[config.mk]
export PLATFORM = sky130hd
export DESIGN_NAME = twowire_module_mgmt_host
export DESIGN_NICKNAME = d
export VERILOG_FILES = /design/src/design/twowire_pkg.sv /design/src/design/twowire_sync3.sv /design/src/design/twowire_module_mgmt_host.sv
export SDC_FILE = /design/constraint.sdc
export NUM_CORES = 1
export LEC_CHECK = 0
export ABC_AREA = 1
export BUFFER_PORTS_ARGS = -buffer_cell sky130_fd_sc_hd__buf_2
export CAP_MARGIN = 20
export CORE_MARGIN = 2
export CORE_UTILIZATION = 52
export CTS_CLUSTER_DIAMETER = 40
export CTS_CLUSTER_SIZE = 10
export DETAILED_ROUTE_END_ITERATION = 8
export PLACE_DENSITY = 0.76
export SLEW_MARGIN = 20
export SYNTH_ARGS = -nofsm -noshare
export SYNTH_HDL_FRONTEND = slang
export SYNTH_SLANG_ARGS = --single-unit
[constraint.sdc]
create_clock -name clk -period 2.2 [get_ports clk]
set_clock_uncertainty 0.1 [all_clocks]
set_input_delay 0.22 -clock clk [delete_from_list [all_inputs] [get_ports clk]]
set_output_delay 0.22 -clock clk [all_outputs]
set_load 0.005 [all_outputs]
[src/design/twowire_pkg.sv]
// Shared constants for the two-wire module management host.
// Assumes a 25 MHz system clock and a standard-rate bus of 100 kbit/s.
package twowire_pkg;

  // Timing
  localparam int CLK_PERIOD_NS = 40;
  localparam int BIT_TIME_NS = 10000;
  // Least quarter-bit time, rounded up to whole cycles
  localparam int QUARTER_CYCLES = (BIT_TIME_NS + 4 * CLK_PERIOD_NS - 1) / (4 * CLK_PERIOD_NS);

  // Command and setup field encodings
  localparam logic DIR_WRITE = 1'b0;
  localparam logic DIR_READ = 1'b1;
  localparam logic WIDTH_BYTE = 1'b0;
  localparam logic WIDTH_WORD = 1'b1;
  localparam logic PAD_OUTPUT = 1'b0;
  localparam logic PAD_INPUT = 1'b1;

  // Reset values of status
  localparam logic DONE_RESET = 1'b1;
  localparam logic FAULT_RESET = 1'b0;
  localparam logic LINE_IDLE = 1'b1;

  // Byte steps within one transaction
  localparam logic [2:0] STEP_ADDR = 3'h0;
  localparam logic [2:0] STEP_INDEX = 3'h1;
  localparam logic [2:0] STEP_THIRD = 3'h2;
  localparam logic [2:0] STEP_FOURTH = 3'h3;
  localparam logic [2:0] STEP_FIFTH = 3'h4;

  // Quarter-bit phases
  localparam logic [1:0] PH_0 = 2'h0;
  localparam logic [1:0] PH_1 = 2'h1;
  localparam logic [1:0] PH_2 = 2'h2;
  localparam logic [1:0] PH_3 = 2'h3;
  localparam logic [2:0] LAST_BIT = 3'h0;
  localparam logic [2:0] FIRST_BIT = 3'h7;

  typedef enum logic [2:0] {
    ST_IDLE = 3'b000,
    ST_START = 3'b001,
    ST_BYTE = 3'b010,
    ST_ACK = 3'b011,
    ST_STOP = 3'b100
  } engine_state_e;

endpackage

[src/design/twowire_sync3.sv]
// Three-flop synchroniser with agreement filter for bus line inputs.
// Assumes inputs are asynchronous to clk; output changes once stages two and three agree.
`timescale 1ns/10ps
module twowire_sync3 #(
  parameter int WIDTH = 2,
  parameter logic RESET_VALUE = 1'b1
) (
  // Clock and reset
  input wire logic clk,
  input wire logic reset_n,
  // Lines
  input wire logic [WIDTH-1:0] asyncIn,
  output logic [WIDTH-1:0] level_q
);

  logic [WIDTH-1:0] stage1Q;
  logic [WIDTH-1:0] stage2Q;
  logic [WIDTH-1:0] stage3Q;

  generate
    if (WIDTH < 1) begin : g_bad_width
      $error("twowire_sync3: WIDTH must be at least 1");
    end
  endgenerate

  always_ff @(posedge clk) begin
    if (!reset_n) begin
      stage1Q <= {WIDTH{RESET_VALUE}};
      stage2Q <= {WIDTH{RESET_VALUE}};
      stage3Q <= {WIDTH{RESET_VALUE}};
    end else begin
      stage1Q <= asyncIn;
      stage2Q <= stage1Q;
      stage3Q <= stage2Q;
    end
  end

  // Filter looks only at stages two and three
  always_ff @(posedge clk) begin
    if (!reset_n) begin
      level_q <= {WIDTH{RESET_VALUE}};
    end else begin
      for (int i = 0; i < WIDTH; i++) begin
        if (stage2Q[i] == stage3Q[i]) begin
          level_q[i] <= stage3Q[i];
        end
      end
    end
  end

endmodule

[src/design/twowire_module_mgmt_host.sv]
// Two-wire management host: command engine plus direct pad control mode.
// Assumes open-drain pads outside (pull-ups on both lines); pins arrive asynchronously.
// Functional notes
// - Hardware mode runs a whole bus transaction after one command write.
// - Software mode drives clock and data pads straight from setup fields.
// - Done reads 1 only when idle or finished; poll before and after.
// - Write command: index, payload and direction 0 in one write.
// - Read command: index and direction 1; engine fetches data from slave.
// - Alert enable in a command raises an interrupt pulse at completion.
// - Fault flag reports a failed transaction; check it before using data.
// - Byte reads return valid data only in the low eight bits.
// - Word read: dummy write with index, restart, then two data bytes.
// - Byte read: dummy write with index, restart, then one data byte.
// - Word write: slave address, index, then two payload bytes.
// - Byte write: slave address, index, then payload low byte.
// - Software pad direction 0 makes an output, 1 makes an input.
// - Hardware mode has four fixed sequences; software mode allows any.
`timescale 1ns/10ps
module twowire_module_mgmt_host import twowire_pkg::*; #(
  parameter int QUARTER = QUARTER_CYCLES
) (
  // Clock and reset
  input wire logic clk,
  input wire logic reset_n,
  // Setup fields
  input wire logic [6:0] targetDeviceAddress,
  input wire logic accessWidth,
  input wire logic softwareMode,
  input wire logic swSclValue,
  input wire logic swSclDirection,
  input wire logic swSdaValue,
  input wire logic swSdaDirection,
  output logic swSclLevel_q,
  output logic swSdaLevel_q,
  // Command fields
  input wire logic cmdWrite,
  input wire logic [7:0] targetRegisterIndex,
  input wire logic [15:0] cmdData,
  input wire logic transferDirection,
  input wire logic cmdAlertEnable,
  // Status
  output logic cmdDone_q,
  output logic cmdFault_q,
  output logic [15:0] readData_q,
  output logic alertIrq_q,
  // Two-wire pads
  input wire logic sclIn,
  output logic sclOut_q,
  output logic sclOe_q,
  input wire logic sdaIn,
  output logic sdaOut_q,
  output logic sdaOe_q
);

  localparam int TIMER_W = $clog2(QUARTER + 1);

  generate
    if (QUARTER < 2) begin : g_bad_quarter
      $error("twowire_module_mgmt_host: QUARTER must be at least 2");
    end
  endgenerate

  engine_state_e stateQ;
  logic [1:0] phaseQ;
  logic [2:0] bitQ;
  logic [2:0] stepQ;
  logic [7:0] shiftQ;
  logic [TIMER_W-1:0] timerQ;
  logic engSclLowQ;
  logic engSdaLowQ;
  logic [6:0] addrQ;
  logic [7:0] indexQ;
  logic [15:0] dataQ;
  logic isReadQ;
  logic isWordQ;
  logic alertEnQ;
  logic [1:0] lineLevel;
  logic sclHigh;
  logic sdaHigh;
  logic stretch;
  logic quarterEnd;
  logic accept;
  logic abort;
  logic finish;
  logic nackSeen;
  logic rxByte;
  logic lastRx;
  logic [7:0] curTx;
  logic [7:0] nextTx;

  twowire_sync3 #(
    .WIDTH(2),
    .RESET_VALUE(LINE_IDLE)
  ) u_sync (
    .clk(clk),
    .reset_n(reset_n),
    .asyncIn({sclIn, sdaIn}),
    .level_q(lineLevel)
  );

  assign sclHigh = lineLevel[1];
  assign sdaHigh = lineLevel[0];

  // Slave may hold clock low; wait for the released line before sampling
  assign stretch = (phaseQ == PH_1) && !engSclLowQ && !sclHigh;
  assign quarterEnd = (stateQ != ST_IDLE) && (timerQ == TIMER_W'(QUARTER - 1)) && !stretch;
  assign accept = cmdWrite && cmdDone_q && !softwareMode && (stateQ == ST_IDLE);
  assign abort = softwareMode && (stateQ != ST_IDLE);
  assign finish = quarterEnd && (stateQ == ST_STOP) && (phaseQ == PH_3);
  assign nackSeen = quarterEnd && (stateQ == ST_ACK) && (phaseQ == PH_1) && !rxByte && sdaHigh;
  assign rxByte = isReadQ && (stepQ >= STEP_FOURTH);
  assign lastRx = !(isWordQ && (stepQ == STEP_FOURTH));

  // Byte sent at each step of the four fixed sequences
  function automatic logic [7:0] txByte(input logic [2:0] step);
    logic [7:0] b;
    b = 8'h00;
    case (step)
      STEP_ADDR: b = {addrQ, DIR_WRITE};
      STEP_INDEX: b = indexQ;
      STEP_THIRD: begin
        if (isReadQ) begin
          b = {addrQ, DIR_READ};
        end else if (isWordQ) begin
          b = dataQ[15:8];
        end else begin
          b = dataQ[7:0];
        end
      end
      default: b = dataQ[7:0];
    endcase
    return b;
  endfunction

  // Byte for this step and the next; process form so field changes re-evaluate
  always_comb begin
    curTx = txByte(stepQ);
    nextTx = txByte(stepQ + 3'h1);
  end

  // Command capture, all fields in one write
  always_ff @(posedge clk) begin
    if (!reset_n) begin
      addrQ <= 7'h00;
      indexQ <= 8'h00;
      dataQ <= 16'h0000;
      isReadQ <= DIR_WRITE;
      isWordQ <= WIDTH_BYTE;
      alertEnQ <= 1'b0;
    end else if (accept) begin
      addrQ <= targetDeviceAddress;
      indexQ <= targetRegisterIndex;
      dataQ <= cmdData;
      isReadQ <= (transferDirection == DIR_READ);
      isWordQ <= (accessWidth == WIDTH_WORD);
      alertEnQ <= cmdAlertEnable;
    end
  end

  // Quarter-bit timer, held at its end while the slave stretches
  always_ff @(posedge clk) begin
    if (!reset_n || stateQ == ST_IDLE || quarterEnd) begin
      timerQ <= '0;
    end else if (timerQ != TIMER_W'(QUARTER - 1)) begin
      timerQ <= timerQ + TIMER_W'(1);
    end
  end

  // Transaction engine
  always_ff @(posedge clk) begin
    if (!reset_n || abort) begin
      stateQ <= ST_IDLE;
      phaseQ <= PH_0;
      bitQ <= FIRST_BIT;
      stepQ <= STEP_ADDR;
      shiftQ <= 8'h00;
      engSclLowQ <= 1'b0;
      engSdaLowQ <= 1'b0;
    end else if (accept) begin
      stateQ <= ST_START;
      phaseQ <= PH_0;
      stepQ <= STEP_ADDR;
      engSdaLowQ <= 1'b0;
    end else if (quarterEnd) begin
      phaseQ <= phaseQ + 2'h1;
      case (phaseQ)
        PH_0: engSclLowQ <= 1'b0;
        PH_1: begin
          if (stateQ == ST_START) begin
            engSdaLowQ <= 1'b1;
          end else if (stateQ == ST_STOP) begin
            engSdaLowQ <= 1'b0;
          end else if (stateQ == ST_BYTE && rxByte) begin
            shiftQ <= {shiftQ[6:0], sdaHigh};
          end
        end
        PH_2: begin
          if (stateQ != ST_STOP) begin
            engSclLowQ <= 1'b1;
          end
        end
        default: begin
          case (stateQ)
            ST_START: begin
              stateQ <= ST_BYTE;
              bitQ <= FIRST_BIT;
              shiftQ <= curTx;
              engSdaLowQ <= rxByte ? 1'b0 : !curTx[7];
            end
            ST_BYTE: begin
              if (bitQ == LAST_BIT) begin
                stateQ <= ST_ACK;
                // Master acknowledges all but the last received byte
                engSdaLowQ <= rxByte && !lastRx;
              end else begin
                bitQ <= bitQ - 3'h1;
                if (!rxByte) begin
                  shiftQ <= {shiftQ[6:0], 1'b0};
                  engSdaLowQ <= !shiftQ[6];
                end
              end
            end
            ST_ACK: begin
              if (cmdFault_q) begin
                stateQ <= ST_STOP;
                engSdaLowQ <= 1'b1;
              end else if (isReadQ && stepQ == STEP_INDEX) begin
                stateQ <= ST_START;
                stepQ <= STEP_THIRD;
                engSdaLowQ <= 1'b0;
              end else if (stepQ == STEP_ADDR || stepQ == STEP_INDEX ||
                           (stepQ == STEP_THIRD && (isReadQ || isWordQ)) ||
                           (stepQ == STEP_FOURTH && isReadQ && isWordQ)) begin
                stateQ <= ST_BYTE;
                stepQ <= stepQ + 3'h1;
                bitQ <= FIRST_BIT;
                shiftQ <= nextTx;
                engSdaLowQ <= (isReadQ && stepQ >= STEP_THIRD) ? 1'b0 : !nextTx[7];
              end else begin
                stateQ <= ST_STOP;
                engSdaLowQ <= 1'b1;
              end
            end
            default: begin
              stateQ <= ST_IDLE;
              engSclLowQ <= 1'b0;
              engSdaLowQ <= 1'b0;
            end
          endcase
        end
      endcase
    end
  end

  // Received bytes; byte reads leave the upper half zero
  always_ff @(posedge clk) begin
    if (!reset_n) begin
      readData_q <= 16'h0000;
    end else if (accept && transferDirection == DIR_READ) begin
      readData_q <= 16'h0000;
    end else if (quarterEnd && stateQ == ST_BYTE && phaseQ == PH_3 && bitQ == LAST_BIT &&
                 rxByte) begin
      if (isWordQ && stepQ == STEP_FOURTH) begin
        readData_q[15:8] <= shiftQ;
      end else begin
        readData_q[7:0] <= shiftQ;
      end
    end
  end

  // Done, fault and alert; hardware events never coincide with accept
  always_ff @(posedge clk) begin
    if (!reset_n) begin
      cmdDone_q <= DONE_RESET;
      cmdFault_q <= FAULT_RESET;
      alertIrq_q <= 1'b0;
    end else begin
      alertIrq_q <= 1'b0;
      if (accept) begin
        cmdDone_q <= 1'b0;
        cmdFault_q <= 1'b0;
      end else if (abort) begin
        cmdDone_q <= 1'b1;
        cmdFault_q <= 1'b1;
        alertIrq_q <= alertEnQ;
      end else begin
        if (nackSeen) begin
          cmdFault_q <= 1'b1;
        end
        if (finish) begin
          cmdDone_q <= 1'b1;
          alertIrq_q <= alertEnQ;
        end
      end
    end
  end

  // Pads: open drain, enable pulls the line low
  always_ff @(posedge clk) begin
    if (!reset_n) begin
      sclOut_q <= 1'b0;
      sdaOut_q <= 1'b0;
      sclOe_q <= 1'b0;
      sdaOe_q <= 1'b0;
      swSclLevel_q <= LINE_IDLE;
      swSdaLevel_q <= LINE_IDLE;
    end else begin
      sclOut_q <= 1'b0;
      sdaOut_q <= 1'b0;
      swSclLevel_q <= sclHigh;
      swSdaLevel_q <= sdaHigh;
      if (softwareMode) begin
        sclOe_q <= (swSclDirection == PAD_OUTPUT) && !swSclValue;
        sdaOe_q <= (swSdaDirection == PAD_OUTPUT) && !swSdaValue;
      end else begin
        sclOe_q <= engSclLowQ;
        sdaOe_q <= engSdaLowQ;
      end
    end
  end

endmodule

# Word level (Yosys, flattened, before mapping)
# Index checks and enable logic that the tools add are counted.
# word_totals
ff_bits	92
in_bits	44
out_inout_bits	25
elab_cells	207
# classes
addsub	4
magnitude_cmp	2
eq_ne	36
n_mux	52
n_bitwise	9
reduce_logical	75
# op_table
cell	count
2-to-1 mux 8 bit	10
case mux 8 bit (3 select lines)	3
logical AND 1 bit	30
2-to-1 mux 3 bit	10
2-to-1 mux 1 bit	23
case mux 3 bit (3 select lines)	2
case mux 8 bit (2 select lines)	1
equality test 3 x 2 -> 1 bit, second input constant	5
!= test 3 bit, second input constant	5
zero test 3 bit	4
!= test 2 bit, second input constant	6
AND reduction 12 bit	1
zero test 1 bit	11
AND reduction 5 bit	2
equality test 3 x 1 -> 1 bit, second input constant	3
NOT 1 bit	9
nonzero test 3 bit	3
!= test 2 x 1 -> 1 bit, second input constant	4
AND reduction 8 bit	1
OR reduction 2 bit	4
logical OR 1 bit	7
adder 6 x 1 -> 6 bit, second input constant	1
equality test 6 bit, second input constant	1
greater-or-equal comparator 3 x 2 -> 1 bit, second input constant	2
20 further kinds	30

# Logic depth before layout (Yosys ltp)
# Gate-level depths: netlist of the first run.
# depth
ltp_word	11
depth_mapped	15

# Hierarchy
# A second synthesis of the first run with hierarchy kept.
# hier_totals
cells_unflattened	726
hier_area_um2	4805.9
# modules_own_cells
mod	n_inst	cells_per_inst	area_per_inst_um2
twowire_module_mgmt_host	1	691	4531.8
twowire_sync3	1	35	274.0

# Worst setup path before layout of the first run
# Ideal clock, no wire load.
# synth_timing
path_type	register -> register
startpoint	register stepQ[2]
endpoint	register shiftQ[4]
arrival_ns	1.846
required_ns	1.987
setup_slack_ns	0.142
path_stages_with_launch	14
n_path_buf	0
period_less_slack_ns	2.058
cell_sequence	dfxtp_1 > inv_2 > ha_1 > nand2_1 > inv_1 > nor2_4 > inv_1 > o21ai_0 > o21bai_1 > nand2_1 > nand2_1 > nand2_1 > nor2_1 > nor2_1
# synth_between
elab_chain_len	8
word_cells_on_any_way	30
cone_classes	1 x add/sub; 1 x order compare; 9 x eq/ne; 7 x mux; 12 x reduce/logical
# synth_rtl
element	line_no	source
start: declaration	twowire_module_mgmt_host.sv:66	logic [2:0] stepQ;
start signal: assignment	twowire_module_mgmt_host.sv:235	stepQ <= stepQ + 3'h1;
adder 3 x 1 -> 3 bit	twowire_module_mgmt_host.sv:138	nextTx = txByte(stepQ + 3'h1);
equality test 3 x 2 -> 1 bit, or another cell as far along	twowire_module_mgmt_host.sv:118	case (step)
case mux 8 bit (3 select lines)	twowire_module_mgmt_host.sv:118	
2-to-1 mux 8 bit	twowire_module_mgmt_host.sv:231	end else if (stepQ == STEP_ADDR || stepQ == STEP_INDEX ||
2-to-1 mux 8 bit	twowire_module_mgmt_host.sv:227	end else if (isReadQ && stepQ == STEP_INDEX) begin
2-to-1 mux 8 bit	twowire_module_mgmt_host.sv:224	if (cmdFault_q) begin
case mux 8 bit (3 select lines)	twowire_module_mgmt_host.sv:203	case (stateQ)
case mux 8 bit (2 select lines)	twowire_module_mgmt_host.sv:186	case (phaseQ)
end signal: assignment	twowire_module_mgmt_host.sv:194	shiftQ <= {shiftQ[6:0], sdaHigh};
end signal: assignment	twowire_module_mgmt_host.sv:207	shiftQ <= curTx;
end signal: assignment	twowire_module_mgmt_host.sv:237	shiftQ <= nextTx;
end: declaration	twowire_module_mgmt_host.sv:67	logic [7:0] shiftQ;
# Parallel ways exist; a longest one is shown, timed or not. The select of a mux whose other input is x is not followed.
# A chain may end at the register's enable or synchronous reset.

# Worst setup path after layout of the first run
# layout_timing
startpoint	register stepQ[0]
endpoint	register shiftQ[1]
# Same word-level chain as after synthesis.

==> metrics, run 1 <==
nets=892; Max Cap Viol=0; slowest CP cell=dfxtp_2; Tot GR Track Use=28.1%; DIE WIDTH=100 microns; Leak=2.96 nW; CTS Sinks=92; die height=100 microns; async set-or-reset flop fraction in the synthesized netlist=0%; Comb power frac=10.3%; drt pass-1 iters=5; CTS tree=done; CP Class=flop to flop; H-tree Lvls=3; dpl ws=0.0253 ns; Core ar.=0.00911 sq mm; Ports=69; Worst slew margin=53.9%; status=complete, no violations; Synth area leaders=dfxtp_1 (38%), nand2_1 (18%), nand3_1 (7.5%), a21oi_1 (6.0%), nor2_1 (5.1%); largest family of logic cells by synthesized area=simple AND/OR/NAND/NOR gates; Critical Path Max Stage Delay=0.40 ns; Skew-Pair Late Insertion Delay=0.38 ns; fmax=483 MHz; critical path's most frequent cell=nand2_1; Fill cells=810; ant diodes=0; first-pass GRT wire length=22500 microns; wire per inst=14.1 microns; Port Buffers=66; Post-Synth Adder-Cell Area=3.62%; Crit path buffers/inverters=1; post-route setup slack=0.130 ns; most frequent cell after synthesis=nand2_1; reg2reg setup slack=0.13 ns; Final period util=94.1%; Fin. Hold Viols=0; largest net degree at the start of global routing=35; clock-pin transition on the worst setup and hold timing paths=0.10 ns; multiplexer share of the synthesized area=0%; routability cong.=0.967; crit path launch type=flop; final core occ=65.2%; Sum Neg Setup Slack=0 ns; Initial Util=53.1%; Yosys cell types=41; Synth top area share=38.1%; Max clock buf depth=2; Syn Area/Cell=6.70 sq um; Syn Inst Count=722; Synth Flop Type=dfxtp_1; endpoints failing setup=0; Area Overhead vs Synth=22.8%; Std-Cell Rows=35; RSZ-0062 raised after global routing=no; hpwl dp=9770 microns; first-iteration detailed-routing DRC count=238; Synth Area in XOR/XNOR=0.543%; vias in the first global route=4803; Power, Total=0.00322 W; Synth area leader=dfxtp_1; Post-synth EDFFs=0; CP Data Required Time=2.38 ns; share of layout cells above drive strength 1=19.0%; Final Max Tran Viols=0; CP max FO=6; number of synthesized register bits=92; worst slew pin tran=0.692 ns; PwrDens=543 mW/mm^2; Post-Synth Simple-Gate Area=38.2%; clk root buf=clkbuf_8; Sw Ratio=28.7%; CTS buffer count=9; Mapped Area=0.00484 sq mm; grt total ovfl=0; via density per instance=5.18; routed wire length=13400 microns; Die ar.=0.0101 sq mm; Hold Slack=0.0109 ns; synth cell count leaders=nand2_1 (235), dfxtp_1 (92), nand3_1 (72); CP Cell Sequence=ha_1 > ha_4 > nand2_2 > inv_2 > nand2_1 > nand3_2 > nand2_1 > nand2_2 > nand2_1 > o21ai_2 > nand3_1 > nor2_1 > nor2_1; initial antenna violation count=0; vias after detailed routing=4918; worst-case vdd ir drop=0.378 mV; Crit path max-delay family=simple AND/OR/NAND/NOR gates; DRC=0; Compound-Gate Fraction of Synth Area=11.4%; clock group share of total power=35.2%; Tmin final=2.07 ns; register area share after synthesis=38.1%; Crit. End Element=flop; yosys warns=0; Net Sw Power=0.000925 W; share of power burned in registers=54.5%; Critical Path AT=2.25 ns; worst min path class=input port to flop; Routed Antenna Nets=0; internal power=0.00230 W
[per-layer routing]
metal	track usage, %	up-vias	share of wire (%)
li1	-	2533	-
met1	34.1	2203	43
met2	47.7	150	48
met3	4.46	32	4.8
met4	15.3	0	3.9
met5	0	-	0
[final timing paths]
path | start | endpoint | depth (start not counted)
setup / recovery | stepQ[0]$_SDFFE_PP0P_ | shiftQ[1]$_SDFFE_PP0P_ | 13
hold / removal | swSclValue | sclOe_q$_SDFF_PN0_ | 3
setup reg to reg | stepQ[0]$_SDFFE_PP0P_ | shiftQ[1]$_SDFFE_PP0P_ | 13
hold reg to reg | u_sync.stage1Q[0]$_SDFF_PN1_ | u_sync.stage2Q[0]$_SDFF_PN1_ | 1
[sequential cells by signal, summed over array words and instances (netlist names), 2 cells and up]
name            flops
addrQ               7
u_sync.level_q      2
u_sync.stage2Q      2
u_sync.stage3Q      2
timerQ              6
shiftQ              8
u_sync.stage1Q      2
stateQ              3
readData_q         16
phaseQ              2
bitQ                3
stepQ               3
indexQ              8
dataQ              16
[worst register-to-register path: cells and delay by family, from the launching register on]
kind | cells | cell delay [ns]
fa+ha+maj | 2 | 0.36
buf+inv | 1 | 0.08
flops | 1 | 0.40
simple gates | 9 | 0.85
compound gates | 1 | 0.19
[metrics by stage]
step,instances,area (sq um)
3_5_place_dp,895,5340
5_1_grt,950,5940
4_1_cts,946,5880
2_1_floorplan,723,4840
3_3_place_gp,895,5340
6_report,950,5940
[placed cells by master (no fill, tap or decap), types with 8 or more instances in the layout]
cell	n
a21oi_1	57
buf_2	66
buf_4	22
clkbuf_8	9
dfxtp_1	90
dlygate4sd3_1	35
ha_1	13
inv_1	52
inv_2	11
nand2_1	234
nand2_2	9
nand3_1	72
nor2_1	66
o21ai_0	25
or2_2	8
[layout make-up]
type	instances	area [sq um]	area share, %
clock buffers	9	124	2.09
clock inverters	7	65.1	1.10
inverters	65	246	4.15
multi-input cells	541	2630	44.4
flip-flops and latches	92	1840	31.1
well taps	111	139	2.34
repair buffers	125	886	14.9
[timing repair]
action / 4_1_cts / 5_1_grt
resized for setup: 0 / 9
setup endpoints to repair: 0 / 15
hold buffers: 35 / 0
hold endpoints to repair: 35 / 0
buffers inserted: 0 / 4
[cell families after synthesis]
logic type	Yosys count
other	1
buffers and inverters	90
XOR/XNOR	3
AND/OR/NAND/NOR	420
AO/OA/AOI/OAI	102
adder cells (fa/ha/maj)	14
flip-flops	92
[power groups by stage]
stage               clock network [W]  registers, W  logic [W]
floorplan                           0       0.00178   0.000182
global placement                    0       0.00179   0.000272
detailed placement                  0       0.00179   0.000278
CTS                           0.00116       0.00176   0.000326
global route                  0.00123       0.00176   0.000373
finish                        0.00114       0.00176   0.000332
Note: power is estimated with default switching activity, not from simulation.
==> inputs of run 2 (changes only) <==
--- a/config.mk
+++ b/config.mk
@@ -14,6 +14,7 @@
 export CTS_CLUSTER_SIZE = 10
 export DETAILED_ROUTE_END_ITERATION = 8
 export PLACE_DENSITY = 0.76
+export REMOVE_ABC_BUFFERS = 1
 export SLEW_MARGIN = 20
 export SYNTH_ARGS = -nofsm -noshare
 export SYNTH_HDL_FRONTEND = slang
==> run 2 against run 1 <==
Against the previous run:
- global-route usage fell by 2.1 points
- total power up 0.72%
- utilization up 0.14 points
- worst hold slack gained 0.0035 ns
- die area unchanged
- routed wire length shrank 0.94%
- non-clock buffer count is 3 lower
- clock power about the same
- critical path depth is 2 higher
- critical path type unchanged
- highest routed layer unchanged
==> metrics, run 2 (same netlist as run 1, synthesis figures left out) <==
Fin. Hold Viols=0; RSZ-0062 raised after global routing=no; worst min path class=input port to flop; Sum Neg Setup Slack=0 ns; FF-to-FF End=shiftQ[7]$_SDFFE_PP0P_; Hold Path Depth=3; clock-pin transition on the worst setup and hold timing paths=0.11 ns; vias in the first global route=4418; ant diodes=0; vias after detailed routing=4976; Fill cells=819; CP max FO=6; Max Cap Viol=0; Power, Total=0.00325 W; clk root buf=clkbuf_8; Min-Delay Endpoint=sclOe_q$_SDFF_PN0_; crit path from=stepQ[0]$_SDFFE_PP0P_; grt total ovfl=0; FF-to-FF path depth=15; fmax=485 MHz; worst-case vdd ir drop=0.428 mV; worst r2r src=stepQ[0]$_SDFFE_PP0P_; Die ar.=0.0101 sq mm; Initial Util=53.1%; largest registers=dataQ x16, readData_q x16; Port Buffers=66; Routed Antenna Nets=0; Max clock buf depth=2; Skew-Pair Late Insertion Delay=0.38 ns; drt pass-1 iters=5; largest net degree at the start of global routing=35; crit path launch type=flop; Leak=2.94 nW; CTS buffer count=9; first-iteration detailed-routing DRC count=228; Tmin final=2.06 ns; CTS Sinks=92; PwrDens=546 mW/mm^2; CP Class=flop to flop; H-tree Lvls=3; commonest non-fill, non-tap cells in the layout=nand2_1 (234), dfxtp_1 (90), nand3_1 (71), buf_2 (66), nor2_1 (65); routed wire length=13300 microns; Tot GR Track Use=26.1%; Std-Cell Rows=35; initial antenna violation count=0; Ports=69; DRC=0; share of layout cells above drive strength 1=18.9%; Area Overhead vs Synth=23.1%; endpoints failing setup=0; Critical Path AT=2.28 ns; CP Data Required Time=2.42 ns; Crit. End Element=flop; Hold Path Origin=swSclValue; first-pass GRT wire length=20900 microns; Core ar.=0.00911 sq mm; via density per instance=5.25; Placed Cells=895; Final period util=93.7%; Finished Layout Cells=948; wire per inst=14.0 microns; die height=100 microns; CTS tree=done; nets=890; reg2reg setup slack=0.14 ns; routability cong.=0.928; Hold Slack=0.0143 ns; worst slew pin tran=0.597 ns; DIE WIDTH=100 microns; Worst slew margin=60.2%; Final Max Tran Viols=0; hpwl dp=9520 microns; status=complete, no violations; commonest non-fill, non-tap cell in the layout=nand2_1
run 2: how the worst max path moves through the flow:
stage,end,slack (ns)
after floorplan,shiftQ[7]$_SDFFE_PP0P_,0.06
after global placement,shiftQ[7]$_SDFFE_PP0P_,0.08
after detailed placement,shiftQ[7]$_SDFFE_PP0P_,0.04
after CTS,shiftQ[7]$_SDFFE_PP0P_,0.04
after global routing,shiftQ[4]$_SDFFE_PP0P_,0.002
final,shiftQ[7]$_SDFFE_PP0P_,0.14
run 2: final cells by class:
cell class                 count  area, sq um  share of cell area [%]
multi-input combinational    542         2660                    44.7
sequential                    92         1840                    31.0
timing repair buffer         122          863                    14.5
inverter                      65          246                    4.14
tap                          111          139                    2.33
clock buffer                   9          124                    2.08
clock inverter                 7         75.1                    1.26
run 2: through the flow:
step | cell area (sq um) | worst slack (ns) | utilization, %
2_1_floorplan | 4700 | 0.0571 | -
5_1_grt | 5950 | 0.00240 | 65.3
4_1_cts | 5890 | 0.0375 | 64.7
3_5_place_dp | 5340 | 0.0430 | 58.7
3_3_place_gp | 5340 | 0.0755 | 58.7
6_report | 5950 | 0.138 | 65.3
run 2: worst max-delay path: stages (launching register included):
cell and delay (ns):
dfxtp_1 0.34, buf_4 0.15, inv_1 0.10, ha_1 0.18, inv_1 0.07, nor2_4 0.09
o21ai_1 0.08, nand3_2 0.08, nand2_1 0.06, nand2_2 0.08, nand2_2 0.09, o21ai_4 0.24
nand2_2 0.14, nand2_1 0.08, nand2_1 0.05, nor2_1 0.09
run 2: report_power, final:
| part | switching (W) | internal (W) |
|---|---|---|
| clock network | 0.000707 | 0.000448 |
| registers | 0.0000415 | 0.00171 |
| logic | 0.000189 | 0.000150 |
run 2: what timing repair did:
action	CTS	global route
endpoints found under the hold margin	35	0
setup buffers	0	1
endpoints found under the setup margin	0	23
gates resized for setup	0	12
hold buffers	35	0
run 2: metal layers:
metal	share of wire (%)	global-route usage (%)	vias to the layer above
met5	0	0	-
met4	1.6	7.69	0
met3	5.7	3.76	19
met2	48	45.0	178
met1	44	33.8	2251
li1	-	-	2528
